File: src/verilog/bsz_consts.vh
`ifndef BSZ_CONSTS_VH
`define BSZ_CONSTS_VH

// Bus width codes decided from the two width-select inputs.
`define BSZ_W32         2'h0
`define BSZ_W16         2'h1
`define BSZ_W8          2'h2

// Bit position of the maskable physical address bit.
`define BSZ_A20_BIT     20

// Idle levels of active-low strobes.
`define BSZ_INACTIVE    1'h1

// Controller states.
`define BSZ_ST_IDLE     2'h0
`define BSZ_ST_ADDR     2'h1
`define BSZ_ST_DATA     2'h2

// Bytes in a full-width transfer.
`define BSZ_FULL_BYTES  3'h4

`endif

File: src/verilog/bsz_bus_unit.v
// Behaviour
// - Narrow width select splits 32-bit requests.
// - Width taken from inputs before done.
// - Mask forces address bit 20 low.
// - Mask input synchronised as asynchronous.
// - Stop states park strobes, hold others but enables, grant and reqDone.
// - Hold grant asserted with bus float.
// - Address hold floats address next clock.
`timescale 1ns/1ns
`default_nettype none
`include "bsz_consts.vh"

module bsz_bus_unit #(
    parameter AW = 32                            // Physical address width.
) (
    input  wire          clk,
    input  wire          rst,
    input  wire          reqValid,               // Core request, one-cycle pulse.
    input  wire [AW-1:0] reqAddr,                // Core physical address.
    input  wire [3:0]    reqByteEn,              // Byte lanes wanted, active high.
    input  wire [1:0]    reqCycleType,           // Cycle type bits from the core.
    input  wire [1:0]    reqPageAttr,            // Page attribute bits.
    input  wire          reqLock,                // Locked cycle request.
    input  wire          reqPseudoLock,          // Pseudo-locked cycle request.
    input  wire          mgmtMode,               // Core is in management mode.
    input  wire          stopState,              // Stop grant or stop clock.
    input  wire          holdRequest,            // Bus hold request.
    input  wire          addr_yield_request,     // Address hold request.
    input  wire          addr_bit20_mask_n,      // Asynchronous mask input.
    input  wire          width16_sel_n,
    input  wire          width8_sel_n,
    input  wire          burst_done_n,           // Transfer-done indication.
    output reg           reqDone,                // Whole request complete pulse.
    output reg  [AW-1:0] addrOut,
    output reg           addrOe,
    output reg  [3:0]    byte_lane_en_n,
    output reg  [1:0]    page_cache_attr,
    output reg  [1:0]    cycleType,
    output reg           lockN,
    output reg           pseudo_locked_n,
    output reg           addr_strobe_n,
    output reg           final_transfer_n,
    output reg           ctrlOe,                 // Enable of the bus-floated control group outputs.
    output reg           bus_want,
    output reg           bus_yield_grant,
    output reg           mgmt_mode_active_n
);

    // ------------------------------------------------------------
    // Overview
    // ------------------------------------------------------------

    // The unit takes one core request at a time and turns it into one or more
    // bus cycles. Each cycle has an address phase with a one-clock strobe and a
    // data phase that lasts until the slave reports the transfer done.
    // A slave that asserts a narrow width select only moves part of the lanes,
    // so the unit loops back to a fresh address phase for the lanes left over.
    // Every output is registered. This costs one clock of latency on each
    // decision, but it keeps the pins free of glitches from the decode logic.
    // The two output enables split the pins into an address group and a
    // control group, so that address hold and bus hold can float each group
    // on its own without extra per-pin enables.
    // Bus request, hold grant and the management flag are never floated.
    // A limitation: bus hold is only granted while the sequencer is idle, so a
    // hold request that arrives mid-request waits for that request to finish.

    // ------------------------------------------------------------
    // Lane helpers
    // ------------------------------------------------------------

    // Lowest set lane in a mask; used to work out the lanes a narrow cycle moved.
    function [1:0] lowLane;
        input [3:0] m;
        begin
            if (m[0]) lowLane = 2'h0;
            else if (m[1]) lowLane = 2'h1;
            else if (m[2]) lowLane = 2'h2;
            else lowLane = 2'h3;
        end
    endfunction

    // Lanes served by one cycle of the given width starting at a lane.
    function [3:0] servedLanes;
        input [1:0] w;
        input [1:0] lane;
        begin
            if (w == `BSZ_W8) servedLanes = 4'h1 << lane;
            else if (w == `BSZ_W16) servedLanes = lane[1] ? 4'hc : 4'h3;
            else servedLanes = 4'hf;
        end
    endfunction

    // ------------------------------------------------------------
    // Mask synchroniser
    // ------------------------------------------------------------

    reg maskMeta;                                // First stage, read only by maskSync.
    reg maskSync;                                // Stable mask level, active low.

    // Two flops because the mask pin is not tied to our clock.
    // The first stage may go metastable; only the second stage is used by the
    // address logic, which costs two clocks of latency on every mask change.
    // Both stages reset to the unmasked level, so the first request after
    // reset never sees a stray mask.
    always @(posedge clk) begin
        if (rst) begin
            maskMeta <= `BSZ_INACTIVE;
            maskSync <= `BSZ_INACTIVE;
        end else begin
            maskMeta <= addr_bit20_mask_n;
            maskSync <= maskMeta;
        end
    end

    // ------------------------------------------------------------
    // Bus cycle sequencer
    // ------------------------------------------------------------

    reg [1:0]    state;                          // Controller state.
    reg [3:0]    lanesLeft;                      // Lanes still to move.
    reg [AW-1:0] curAddr;                        // Masked request address.
    reg [1:0]    widthSeen;                      // Width sampled last clock.
    wire [AW-1:0] maskedAddr;                    // Address after bit 20 mask.
    wire [1:0]   lane;                           // Lowest outstanding lane.
    wire [3:0]   doneLanes;                      // Lanes this cycle moved.

    // The mask is applied before any lookup or bus cycle sees the address.
    assign maskedAddr = maskSync ? reqAddr
                      : (reqAddr & ~({{(AW-1){1'b0}}, 1'b1} << `BSZ_A20_BIT));
    assign lane = lowLane(lanesLeft);
    assign doneLanes = servedLanes(widthSeen, lane) & lanesLeft;

    // Sequencer: one address phase, then data until done; narrow widths repeat.
    // A stop state freezes the sequencer where it stands, so a request in
    // flight resumes once the stop state ends. Strobes are parked inactive
    // meanwhile so that no slave sees a new cycle start.
    always @(posedge clk) begin
        if (rst) begin
            state            <= `BSZ_ST_IDLE;
            lanesLeft        <= 4'h0;
            curAddr          <= {AW{1'b0}};
            widthSeen        <= `BSZ_W32;
            reqDone          <= 1'b0;
            addrOut          <= {AW{1'b0}};
            addrOe           <= 1'b0;
            byte_lane_en_n   <= 4'hf;
            page_cache_attr  <= 2'h0;
            cycleType        <= 2'h0;
            lockN            <= `BSZ_INACTIVE;
            pseudo_locked_n  <= `BSZ_INACTIVE;
            addr_strobe_n    <= `BSZ_INACTIVE;
            final_transfer_n <= `BSZ_INACTIVE;
            ctrlOe           <= 1'b0;
            bus_want         <= 1'b0;
            bus_yield_grant  <= 1'b0;
            mgmt_mode_active_n <= `BSZ_INACTIVE;
        end else begin
            reqDone  <= 1'b0;
            // The width is registered so that the decision at the done edge
            // uses the selects from one clock before, as the slave expects.
            // An 8-bit select wins over a 16-bit one if a slave drives both.
            // Width sampled every clock; the value one clock before done counts.
            if (!width8_sel_n) widthSeen <= `BSZ_W8;
            else if (!width16_sel_n) widthSeen <= `BSZ_W16;
            else widthSeen <= `BSZ_W32;
            // Grant tracks hold while the sequencer is idle, stop states included.
            bus_yield_grant <= holdRequest && state == `BSZ_ST_IDLE;
            ctrlOe <= !(holdRequest && state == `BSZ_ST_IDLE);
            // Address floats the clock after address hold or during bus hold.
            addrOe <= !addr_yield_request
                   && !(holdRequest && state == `BSZ_ST_IDLE);
            if (stopState) begin
                // Strobes parked inactive; remaining outputs but enables, grant and reqDone keep their level.
                addr_strobe_n   <= `BSZ_INACTIVE;
                lockN           <= `BSZ_INACTIVE;
                pseudo_locked_n <= `BSZ_INACTIVE;
            end else begin
                mgmt_mode_active_n <= !mgmtMode;
                addr_strobe_n <= `BSZ_INACTIVE;
                case (state)
                    `BSZ_ST_IDLE: begin
                        bus_want <= reqValid;
                        if (reqValid && !holdRequest) begin
                            state           <= `BSZ_ST_ADDR;
                            lanesLeft       <= reqByteEn;
                            curAddr         <= maskedAddr;
                            page_cache_attr <= reqPageAttr;
                            cycleType       <= reqCycleType;
                            lockN           <= !reqLock;
                            pseudo_locked_n <= !reqPseudoLock;
                        end
                    end
                    `BSZ_ST_ADDR: begin
                        // A new address phase for each narrow piece.
                        addr_strobe_n    <= 1'b0;
                        byte_lane_en_n   <= ~lanesLeft;
                        addrOut          <= {curAddr[AW-1:2], 2'h0};
                        final_transfer_n <= 1'b0;
                        bus_want         <= 1'b0;
                        state            <= `BSZ_ST_DATA;
                    end
                    `BSZ_ST_DATA: begin
                        if (!burst_done_n) begin
                            if ((lanesLeft & ~doneLanes) == 4'h0) begin
                                state            <= `BSZ_ST_IDLE;
                                reqDone          <= 1'b1;
                                final_transfer_n <= `BSZ_INACTIVE;
                                lockN            <= `BSZ_INACTIVE;
                                pseudo_locked_n  <= `BSZ_INACTIVE;
                            end else begin
                                lanesLeft <= lanesLeft & ~doneLanes;
                                state     <= `BSZ_ST_ADDR;
                            end
                        end
                    end
                    default: state <= `BSZ_ST_IDLE;
                endcase
            end
        end
    end

endmodule
`default_nettype wire

File: config.mk
export PLATFORM = sky130hd
export DESIGN_NAME = bsz_bus_unit
export DESIGN_NICKNAME = d
export VERILOG_FILES = /design/src/verilog/bsz_bus_unit.v
export VERILOG_INCLUDE_DIRS = /design/src /design/src/verilog
export SDC_FILE = /design/constraint.sdc
export NUM_CORES = 1
export LEC_CHECK = 0
export ABC_AREA = 1
export BUFFER_PORTS_ARGS = -buffer_cell sky130_fd_sc_hd__clkbuf_2
export CORE_MARGIN = 2
export CORE_UTILIZATION = 45
export DETAILED_ROUTE_END_ITERATION = 12
export MAX_ROUTING_LAYER = met4
export PLACE_DENSITY_LB_ADDON = 0.3
export REMOVE_ABC_BUFFERS = 1
export SYNTH_ARGS = -nofsm -noshare
export SYNTH_HDL_FRONTEND = slang
export SYNTH_SLANG_ARGS = --single-unit
File: constraint.sdc
create_clock -name clk -period 3.2 [get_ports clk]
set_input_delay 0.48 -clock clk [delete_from_list [all_inputs] [get_ports clk]]
set_output_delay 0.48 -clock clk [all_outputs]
set_load 0.02 [all_outputs]
Word-level counts from Yosys, hierarchy flattened
Cells that the tools add are included.

Input port bits: 53. Logic and storage cells: 88. Bits in registers: 90. Output and inout bits: 50.

Equality and inequality tests: 8. Bitwise operators: 7. Shifts and indexed selects: 1. Muxes and demuxes: 27. Reduce and logical (&&, ||, !) cells: 24.

Operators by type and width (number): two-way mux 4 bit (6); two-way mux 21 bit (1); two-way mux 2 bit (5); two-way mux 1 bit (9); bitwise AND 4 bit (2); inverter 4 bit (2); case mux 1 bit (2 select lines) (4); case mux 4 bit (2 select lines) (1); AND reduction 4 bit (2); logical NOT 1 bit (6); != test 2 bit, second input constant (3); case mux 2 bit (3 select lines) (1); AND reduction 3 bit (2); nonzero test 2 bit (3); AND reduction 5 bit (1); equality test 2 x 1 -> 1 bit, second input constant (2); equality test 2 bit, second input constant (2); logical NOT 4 bit (1); AND reduction 2 bit (2); OR reduction 2 bit (2); OR reduction 4 bit (1); left shift 1 x 2 -> 4 bit, first input constant (1); logical AND 1 bit (3); inverter 1 bit (3); 2 further kinds (2).

Depth between registers and ports, before layout
Gate-level depths: netlist (run 1).

Depth in word-level cells: 13. Gate-level depth with buffers: 10. Gate-level depth less buffers: 10.

Least setup slack after synthesis (run 1)
No wires, ideal clock.

Kind: input to register. From: in rst. To: reg addrOut[10]. Setup slack: 1.907 ns. Arrival: 1.229 ns. Data required time: 3.136 ns. Stages: 6. Buffers on the path: 3. Setup time: 0.064 ns. Path through: buf_2 > inv_1 > buf_2 > buf_2 > o21ai_0 > nor2_1.

RTL lines: from (decl) (RTL line bsz_bus_unit.v:17) `input wire rst,`; to (signal assigned) (RTL line bsz_bus_unit.v:144) `addrOut <= {AW{1'b0}};`; to (signal assigned) (RTL line bsz_bus_unit.v:197) `addrOut <= {curAddr[AW-1:2], 2'h0};`; to (decl) (RTL line bsz_bus_unit.v:34) `output reg [AW-1:0] addrOut,`.

Worst setup path in the final report (run 1)
From: reg state[1]. To: reg addrOut[17].

Word-level cells in the longest chain between the ends: 2.

RTL lines: from (decl) (RTL line bsz_bus_unit.v:119) `reg [1:0] state;`; from (signal assigned) (RTL line bsz_bus_unit.v:139) `` state <= `BSZ_ST_IDLE; ``; from (signal assigned) (RTL line bsz_bus_unit.v:184) `` state <= `BSZ_ST_ADDR; ``; from (signal assigned) (RTL line bsz_bus_unit.v:200) `` state <= `BSZ_ST_DATA; ``; equality test 2 x 1 -> 1 bit (RTL line bsz_bus_unit.v:180) `case (state)`; AND reduction 2 bit (no source line).

No other way between the ends. A chain may end at the register's enable or synchronous reset.

==> metrics.txt, run 1 <==
share of the synthesized area in the top cell type 54.9%; Antenna Cells 0; Max Clock Skew 0.00850 ns; register area share after synthesis 54.9%; layout cell share with drive strength beyond 1 26.6%; hold endpoint addrOe; number of global-route vias before repair 2495; Final Cell Area 3990 sq um; Area contributors post-synth dfxtp_1 (55%), nor2_1 (17%), o21ai_0 (11%), nand2_1 (3.6%), a21oi_1 (1.9%); Initial DRC Count 74; first-pass GRT wire length 11200 um; num rows 30; Critical R2R Launch state[1]; post-cts sizing count 0; Die ar. 7830 sq um; Worst EP arrival 2.12 ns; Worst EP required 3.48 ns; Sum Neg Setup Slack 0 ns; vias per cell 4.69; WS Path Type register to register; syn avg cell area 7.72 sq um; dpl cell area 3720 sq um; PortBufs 98; io pins 103; total global routing overflow 0; final cycle utilization of the critical path 57.3%; CP startpoint state[1]; 1st-pass router iterations 4; Leakage 1.79 nW; Syn. warnings 0; Clock Sinks 88; final net count 559; Crit Path Max Fanout 31; final setup vio count 0; hold path startpoint addr_yield_request; Worst-Skew Late Latency 0.35 ns; count of different cell masters after synthesis 26; status finished, final reports clean; post-CTS setup buffer count 0; Cell Area, Synth 3210 sq um; synthesized flop and latch total 88; most common cell in the netlist nor2_1; GR Util All Layers 19.1%; Hold WS 0.277 ns; FMAX 546 MHz; Synth area leader dfxtp_1; drt total wl 6960 um; Clock transition at path regs 0.09 ns; Post-synth top cells nor2_1 (144), dfxtp_1 (88), o21ai_0 (70); Worst R2R End addrOut[17]; Final GP Congestion 0.895; Fillers 689; Primary FF master, synth dfxtp_1; FF-to-FF path depth 6; pwr dens 608 nW/um^2; vias 2844; H-tree levels 3; Setup crit end kind register; Post-synth EDFFs 0; CTS Hold Buffers Added 0; TritonCTS clock tree built; Peak VDD IR 0.283 mV; largest net degree at the start of global routing 70; Final min period 1.83 ns; initial core utilization 47.0%; worst hold path depth 2; DRC 0; P&R area growth vs syn 24.4%; area of the core 6830 sq um; Hold Crit Class input pin to register; Max-Cap Viols 0; Synth Instances 416; DP Wirelength 4480 um; CP Launch Type register; Die Ht 88.5 um; Die W 88.5 um; Reg2Reg Setup Slack 1.37 ns; CTS root buf clkbuf_8; final hold vios 0; unrepaired setup endpoints after global routing no; multi-input logic area 1250 sq um; Reg area 1760 sq um; wire per inst 11.5 um; CTS Buf Count 9; post-route ant nets 0; relative slew slack 50.1%; Final Max Slew Viols 0; Clock Path Buffers 2; Worst Max-Slew Pin Slew 0.747 ns; initial antenna violation count 0; Async S/R FF share, synth 0%
-- per-stage QoR --
stage          total power [mW]  util [%]  cells  setup WS, ns
3_5_place_dp               1.46      54.5    591          1.09
4_1_cts                    2.45      58.4    607          1.34
6_report                   2.43      58.4    607          1.37
5_1_grt                    2.53      58.4    607          1.17
3_3_place_gp               1.45      54.5    591          1.14
2_1_floorplan              1.36         -    393          1.29
-- layout make-up --
cell class,count,area share (%)
clock inverter,5,3.20
timing repair buffer,102,13.0
sequential,88,44.1
inverter,18,1.75
clock buffer,11,3.54
tap,96,3.01
multi-input combinational,287,31.3
-- where the power goes --
group / internal, mW / switching [mW]
Sequential: 1.15 / 0.0276
Clock: 0.619 / 0.380
Combinational: 0.0941 / 0.159
-- cell usage in the layout, fill, tap and decap left out, drive strengths merged --
cell	instances
inv	17
or2	3
nand3	12
clkinv	1
nand3b	1
nand2	37
conb	2
a21oi	13
dfxtp	88
buf	4
bufinv	4
o21ai	70
nor2	147
clkinvlp	1
nor3	2
clkbuf	109
-- worst max-delay path by stage --
stage,endpoint,slack (ns),depth (start not counted)
final,addrOut[17],1.37,6
after CTS,addrOut[17],1.34,6
after floorplan,addr_strobe_n,1.29,4
after global routing,addrOut[17],1.17,6
after detailed placement,state[1],1.09,7
after global placement,addr_strobe_n,1.14,6
-- worst max-delay path: stages, from the launching register on --
cell	delay [ns]
dfxtp_1	0.39
nor2_1	0.19
nand2_1	0.47
inv_1	0.16
buf_4	0.34
nor2_1	0.08
nor2_1	0.13
-- flip-flops by register name (all words and copies together), names as in the netlist, 2 cells and up --
register,flops
addrOut,30
byte_lane_en_n,4
curAddr,30
cycleType,2
lanesLeft,4
page_cache_attr,2
state,2
widthSeen,2
-- cells by family after synthesis --
family,Yosys count,share of synthesized area (%)
DFF,88,54.9
and+or+nand+nor,202,25.7
buffers and inverters,42,6.27
other,1,0.117
AOI/OAI and AO/OA,83,13.1
-- layer usage --
layer	vias up	wire [um]	global-route usage, %
met3	12	362	4.85
met4	0	132	7.85
met5	-	0	-
met2	78	3280	32.5
li1	1489	-	-
met1	1265	3190	21.4
Note: power is estimated with default switching activity, not from simulation.
==> run 2, diff against run 1 <==
- clock period: 3.2 -> 1.75 ns (I/O delays scaled with it)
==> run 2 against run 1 <==
Core utilization increased by 0.15 points. Register-to-register slack worse by 1.1 ns. Non-clock buffer count up 6. Combinational power up 88%. Critical endpoint is now addrOut[24]. Largest power group unchanged. Highest routed layer unchanged.
==> metrics.txt, run 2 (synthesis results as in run 1) <==
Fillers 698; PortBufs 98; Clock Path Buffers 2; total global routing overflow 0; commonest non-fill, non-tap cell in the layout nor2_1; DRC 0; Hold Crit Class input pin to register; io pins 103; Final GP Congestion 0.905; P&R area growth vs syn 24.7%; final hold vios 0; WS Path Type register to register; vias per cell 4.67; Clock Sinks 88; initial core utilization 47.0%; Leakage 1.80 nW; Die Ht 88.5 um; area of the core 6830 sq um; Final min period 1.45 ns; TritonCTS clock tree built; status finished, final reports clean; Initial DRC Count 145; number of global-route vias before repair 2574; post-route worst setup slack 0.295 ns; Worst EP required 1.98 ns; FMAX 687 MHz; Worst EP arrival 1.69 ns; Max Clock Skew 0.00809 ns; post-route ant nets 0; H-tree levels 3; Setup crit end kind register; Clock transition at path regs 0.08 ns; Die ar. 7830 sq um; Crit Path Max Fanout 31; wire per inst 11.3 um; CP Launch Type register; biggest regs addrOut: 30 flops, curAddr: 30 flops; final cycle utilization of the critical path 83.1%; post-CTS setup buffer count 0; Peak VDD IR 0.577 mV; layout cell share with drive strength beyond 1 27.5%; Total Power Consumption 4.10 mW; post-cts sizing count 0; DP Wirelength 4820 um; Die W 88.5 um; Antenna Cells 0; CTS Hold Buffers Added 0; GR Util All Layers 18.9%; final net count 565; initial antenna violation count 0; largest net degree at the start of global routing 53; first-pass GRT wire length 11300 um; pre-CTS setup slack 0.329 ns; highest-count cells in the layout ignoring fill and taps nor2_1 (144), clkbuf_2 (98), dfxtp_1 (88), o21ai_0 (70), nand2_1 (31); post-route core utilization 58.6%; CTS root buf clkbuf_8; vias 2859; 1st-pass router iterations 4; Final Max Slew Viols 0; unrepaired setup endpoints after global routing no; CTS Buf Count 9; Worst-Skew Late Latency 0.34 ns; Max-Cap Viols 0; num rows 30; final setup vio count 0; drt total wl 6930 um; pwr dens 1020 nW/um^2
[run 2: cell types whose count changed in the layout (fill, tap and decap cells not counted), sizes merged]
cell,change
clkinv,+2
clkbuf,-2
clkinvlp,+1
bufinv,-2
buf,+6
[run 2: worst paths after layout]
path,slack [ns],from,end,depth (start not counted)
max reg2reg,0.30,state[1],addrOut[24],6
min,0.07,width16_sel_n,widthSeen[0],2
max,0.30,state[1],addrOut[24],6
min reg2reg,0.41,maskMeta,maskSync,1
[run 2: routing by layer]
metal | GRT usage [%] | up-vias | part of all wire (%)
li1 | - | 1504 | -
met1 | 22.7 | 1258 | 45
met2 | 31.7 | 88 | 47
met3 | 3.82 | 9 | 7.3
met4 | 6.34 | 0 | 1.3
met5 | - | - | 0
[run 2: layout make-up]
class,count,area [sq um],area share [%]
tap,96,120,3.00
clock inverter,6,85.1,2.13
timing repair buffer,108,591,14.8
sequential,88,1760,44.0
clock buffer,9,124,3.09
multi-input combinational,287,1250,31.3
inverter,18,70.1,1.75
[run 2: stage by stage]
step	TNS [ns]	hold WS [ns]	cells	cell area, sq um
6_report	0	0.0709	612	4000
5_1_grt	0	0.0611	612	4000
3_3_place_gp	0	0.392	597	3790
4_1_cts	0	0.0572	612	4000
2_1_floorplan	-3.18	0.329	393	3080
3_5_place_dp	0	0.396	597	3790
[run 2: critical path, cell delays in order, from the launching register on]
cell	delay, ns
dfxtp_1	0.47
nor2_1	0.11
nand2_1	0.29
inv_1	0.13
buf_12	0.19
nor2_1	0.10
nor2_1	0.05
[run 2: report_power, final]
group / internal [mW] / switching [mW] / total (mW)
registers: 2.10 / 0.0500 / 2.15
logic: 0.185 / 0.290 / 0.475
clock network: 0.791 / 0.681 / 1.47
==> run 3, diff against run 2 <==
- ABC_AREA: 1 -> 0
- clock period: 1.75 -> 1.2 ns (I/O delays scaled with it)
==> run 3 against run 2 <==
Via count grew 10%. Design area grew 30%. Power grew 44%. Sequential share of layout area shrank 9.9 points. First-iteration DRC count shrank 34%. Register-to-register slack lost 0.51 ns. Hold slack lost 0.041 ns. The run now ends with setup timing left. Sequential power grew 41%. Wire length grew 38%. Combinational power grew 53%. Die area shrank 0.70%.
==> metrics.txt, run 3 <==
most common cell in the netlist nand2_1; area of the core 6830 sq um; Final GP Congestion 0.806; register area share after synthesis 55.3%; Max-Cap Viols 0; Total Power Consumption 5.91 mW; highest-count cells in the layout ignoring fill and taps clkbuf_2 (98), dfxtp_1 (82), nand2_1 (81), a21oi_2 (53), nand2_4 (47); Die Ht 88.2 um; largest net degree at the start of global routing 29; Async S/R FF share, synth 0%; Initial DRC Count 96; final hold vios 0; failing checks setup timing; commonest non-fill, non-tap cell in the layout clkbuf_2; CTS Buf Count 9; WS Path Type register to register; CP peak stage delay 0.36 ns; Crit Path Max Fanout 4; Clock Path Buffers 2; vias 3159; status finished with violations; Post-synth EDFFs 0; Final Max Slew Viols 0; Post-synth top cells nand2_1 (140), dfxtp_1 (88), a21oi_1 (74); Final Cell Area 5200 sq um; post-route ant nets 0; total global routing overflow 0; TritonCTS clock tree built; drt total wl 9570 um; 1st-pass router iterations 4; dpl cells 587; final cycle utilization of the critical path 118%; Sum Neg Setup Slack -9.61 ns; final net count 573; Worst-Skew Late Latency 0.36 ns; first-pass GRT wire length 13100 um; CP top delay family compound AO/OA/AOI/OAI gates; PortBufs 98; worst-path cell chain maj3_2, o211ai_1, o21ai_4, a22oi_1, or3_1; Synth area leader dfxtp_1; Die ar. 7770 sq um; DP Wirelength 5130 um; H-tree levels 3; number of global-route vias before repair 2758; vias per cell 5.09; Antenna Cells 0; Hold Crit Class input pin to register; wire per inst 15.4 um; post-route core utilization 76.1%; Synth Instances 386; GR Util All Layers 22.5%; Primary FF master, synth dfxtp_1; Cell Area, Synth 3190 sq um; biggest regs addrOut: 30 flops, curAddr: 30 flops; WP buf/inv 0; layout cell share with drive strength beyond 1 57.0%; num rows 30; initial antenna violation count 0; FF-to-FF path depth 5; CP Depth 5; pwr dens 1140 nW/um^2; worst hold path depth 3; syn avg cell area 8.26 sq um; post-route worst setup slack -0.219 ns; CP max-delay cell dfxtp_2; Syn. warnings 0; pre-CTS setup slack -0.273 ns; Worst EP arrival 1.66 ns; Max Clock Skew 0.0133 ns; DRC 0; Area contributors post-synth dfxtp_1 (55%), nand2_1 (16%), a21oi_1 (12%), clkbuf_1 (1.6%), buf_4 (1.4%); CP Launch Type register; count of different cell masters after synthesis 38; Setup crit end kind register; non-filler cells, final 621; Die W 88.2 um; unrepaired setup endpoints after global routing yes; CTS root buf clkbuf_8; Clock Sinks 88; final setup vio count 74; Worst EP required 1.44 ns; initial core utilization 46.6%; Hold WS 0.0295 ns; Final min period 1.42 ns; Clock transition at path regs 0.10 ns; Peak VDD IR 1.07 mV; Leakage 2.46 nW; dpl cell area 3950 sq um; P&R area growth vs syn 63.1%; share of the synthesized area in the top cell type 55.3%; FMAX 705 MHz; io pins 103; synthesized flop and latch total 88
## run 3: cell count changes in the layout (fill, tap and decap cells not counted), sizes merged, moves of 11 or more
cell / change
buf: +34
nor2: -137
nand2: +103
nand3: -11
o21ai: -66
inv: -15
a21oi: +61
## run 3: path summary, 6_finish.rpt
kind | slack, ns | end | from
worst max register to register | -0.22 | pseudo_locked_n | lanesLeft[1]
worst max-delay path | -0.22 | pseudo_locked_n | lanesLeft[1]
worst min register to register | 0.44 | maskSync | maskMeta
worst min-delay path | 0.03 | curAddr[26] | reqAddr[26]
## run 3: area by class of cell
type / instances / area [sq um]
Tap cell: 96 / 120
Multi-Input combinational cell: 269 / 1920
Fill cell: 481 / 1630
Inverter: 2 / 7.51
Clock inverter: 6 / 67.6
Sequential cell: 88 / 1770
Timing Repair Buffer: 150 / 1170
Clock buffer: 10 / 138
## run 3: worst reg2reg max path, stage by stage (launching register included)
cell      delay, ns
dfxtp_2        0.36
maj3_2         0.23
o211ai_1       0.14
o21ai_4        0.19
a22oi_1        0.08
or3_1          0.30
## run 3: power by group
part	switching [mW]	internal (mW)	total (mW)	leakage [nW]
logic	0.400	0.327	0.727	1.64
clock network	1.12	1.03	2.15	0.0989
registers	0.0522	2.99	3.04	0.717
total	1.57	4.34	5.91	2.46
## run 3: per-layer routing
layer	part of all wire [%]	wire length, um	global-route usage (%)	up-vias
met5	0	0	-	-
met4	2.0	191	9.23	0
met3	4.1	394	3.49	15
met2	51	4860	36.5	102
met1	43	4120	28.0	1505
li1	-	-	-	1537
## run 3: cells by family after synthesis
kind of cell    after synthesis  share of synthesized area [%]
buf+inv                      30                           5.10
simple gates                173                           22.7
compound gates               92                           16.2
mux                           1                          0.314
flops                        88                           55.3
fa+ha+maj                     1                          0.314
other cells                   1                          0.118
## run 3: timing repair
item / CTS / global route
pin swaps: 28 / 91
buffers inserted: 6 / 1
hold buffers: 4 / 0
gates cloned: 4 / 5
gates resized for setup: 61 / 155
endpoints found under the hold margin: 4 / 0
setup endpoints to repair: 78 / 79
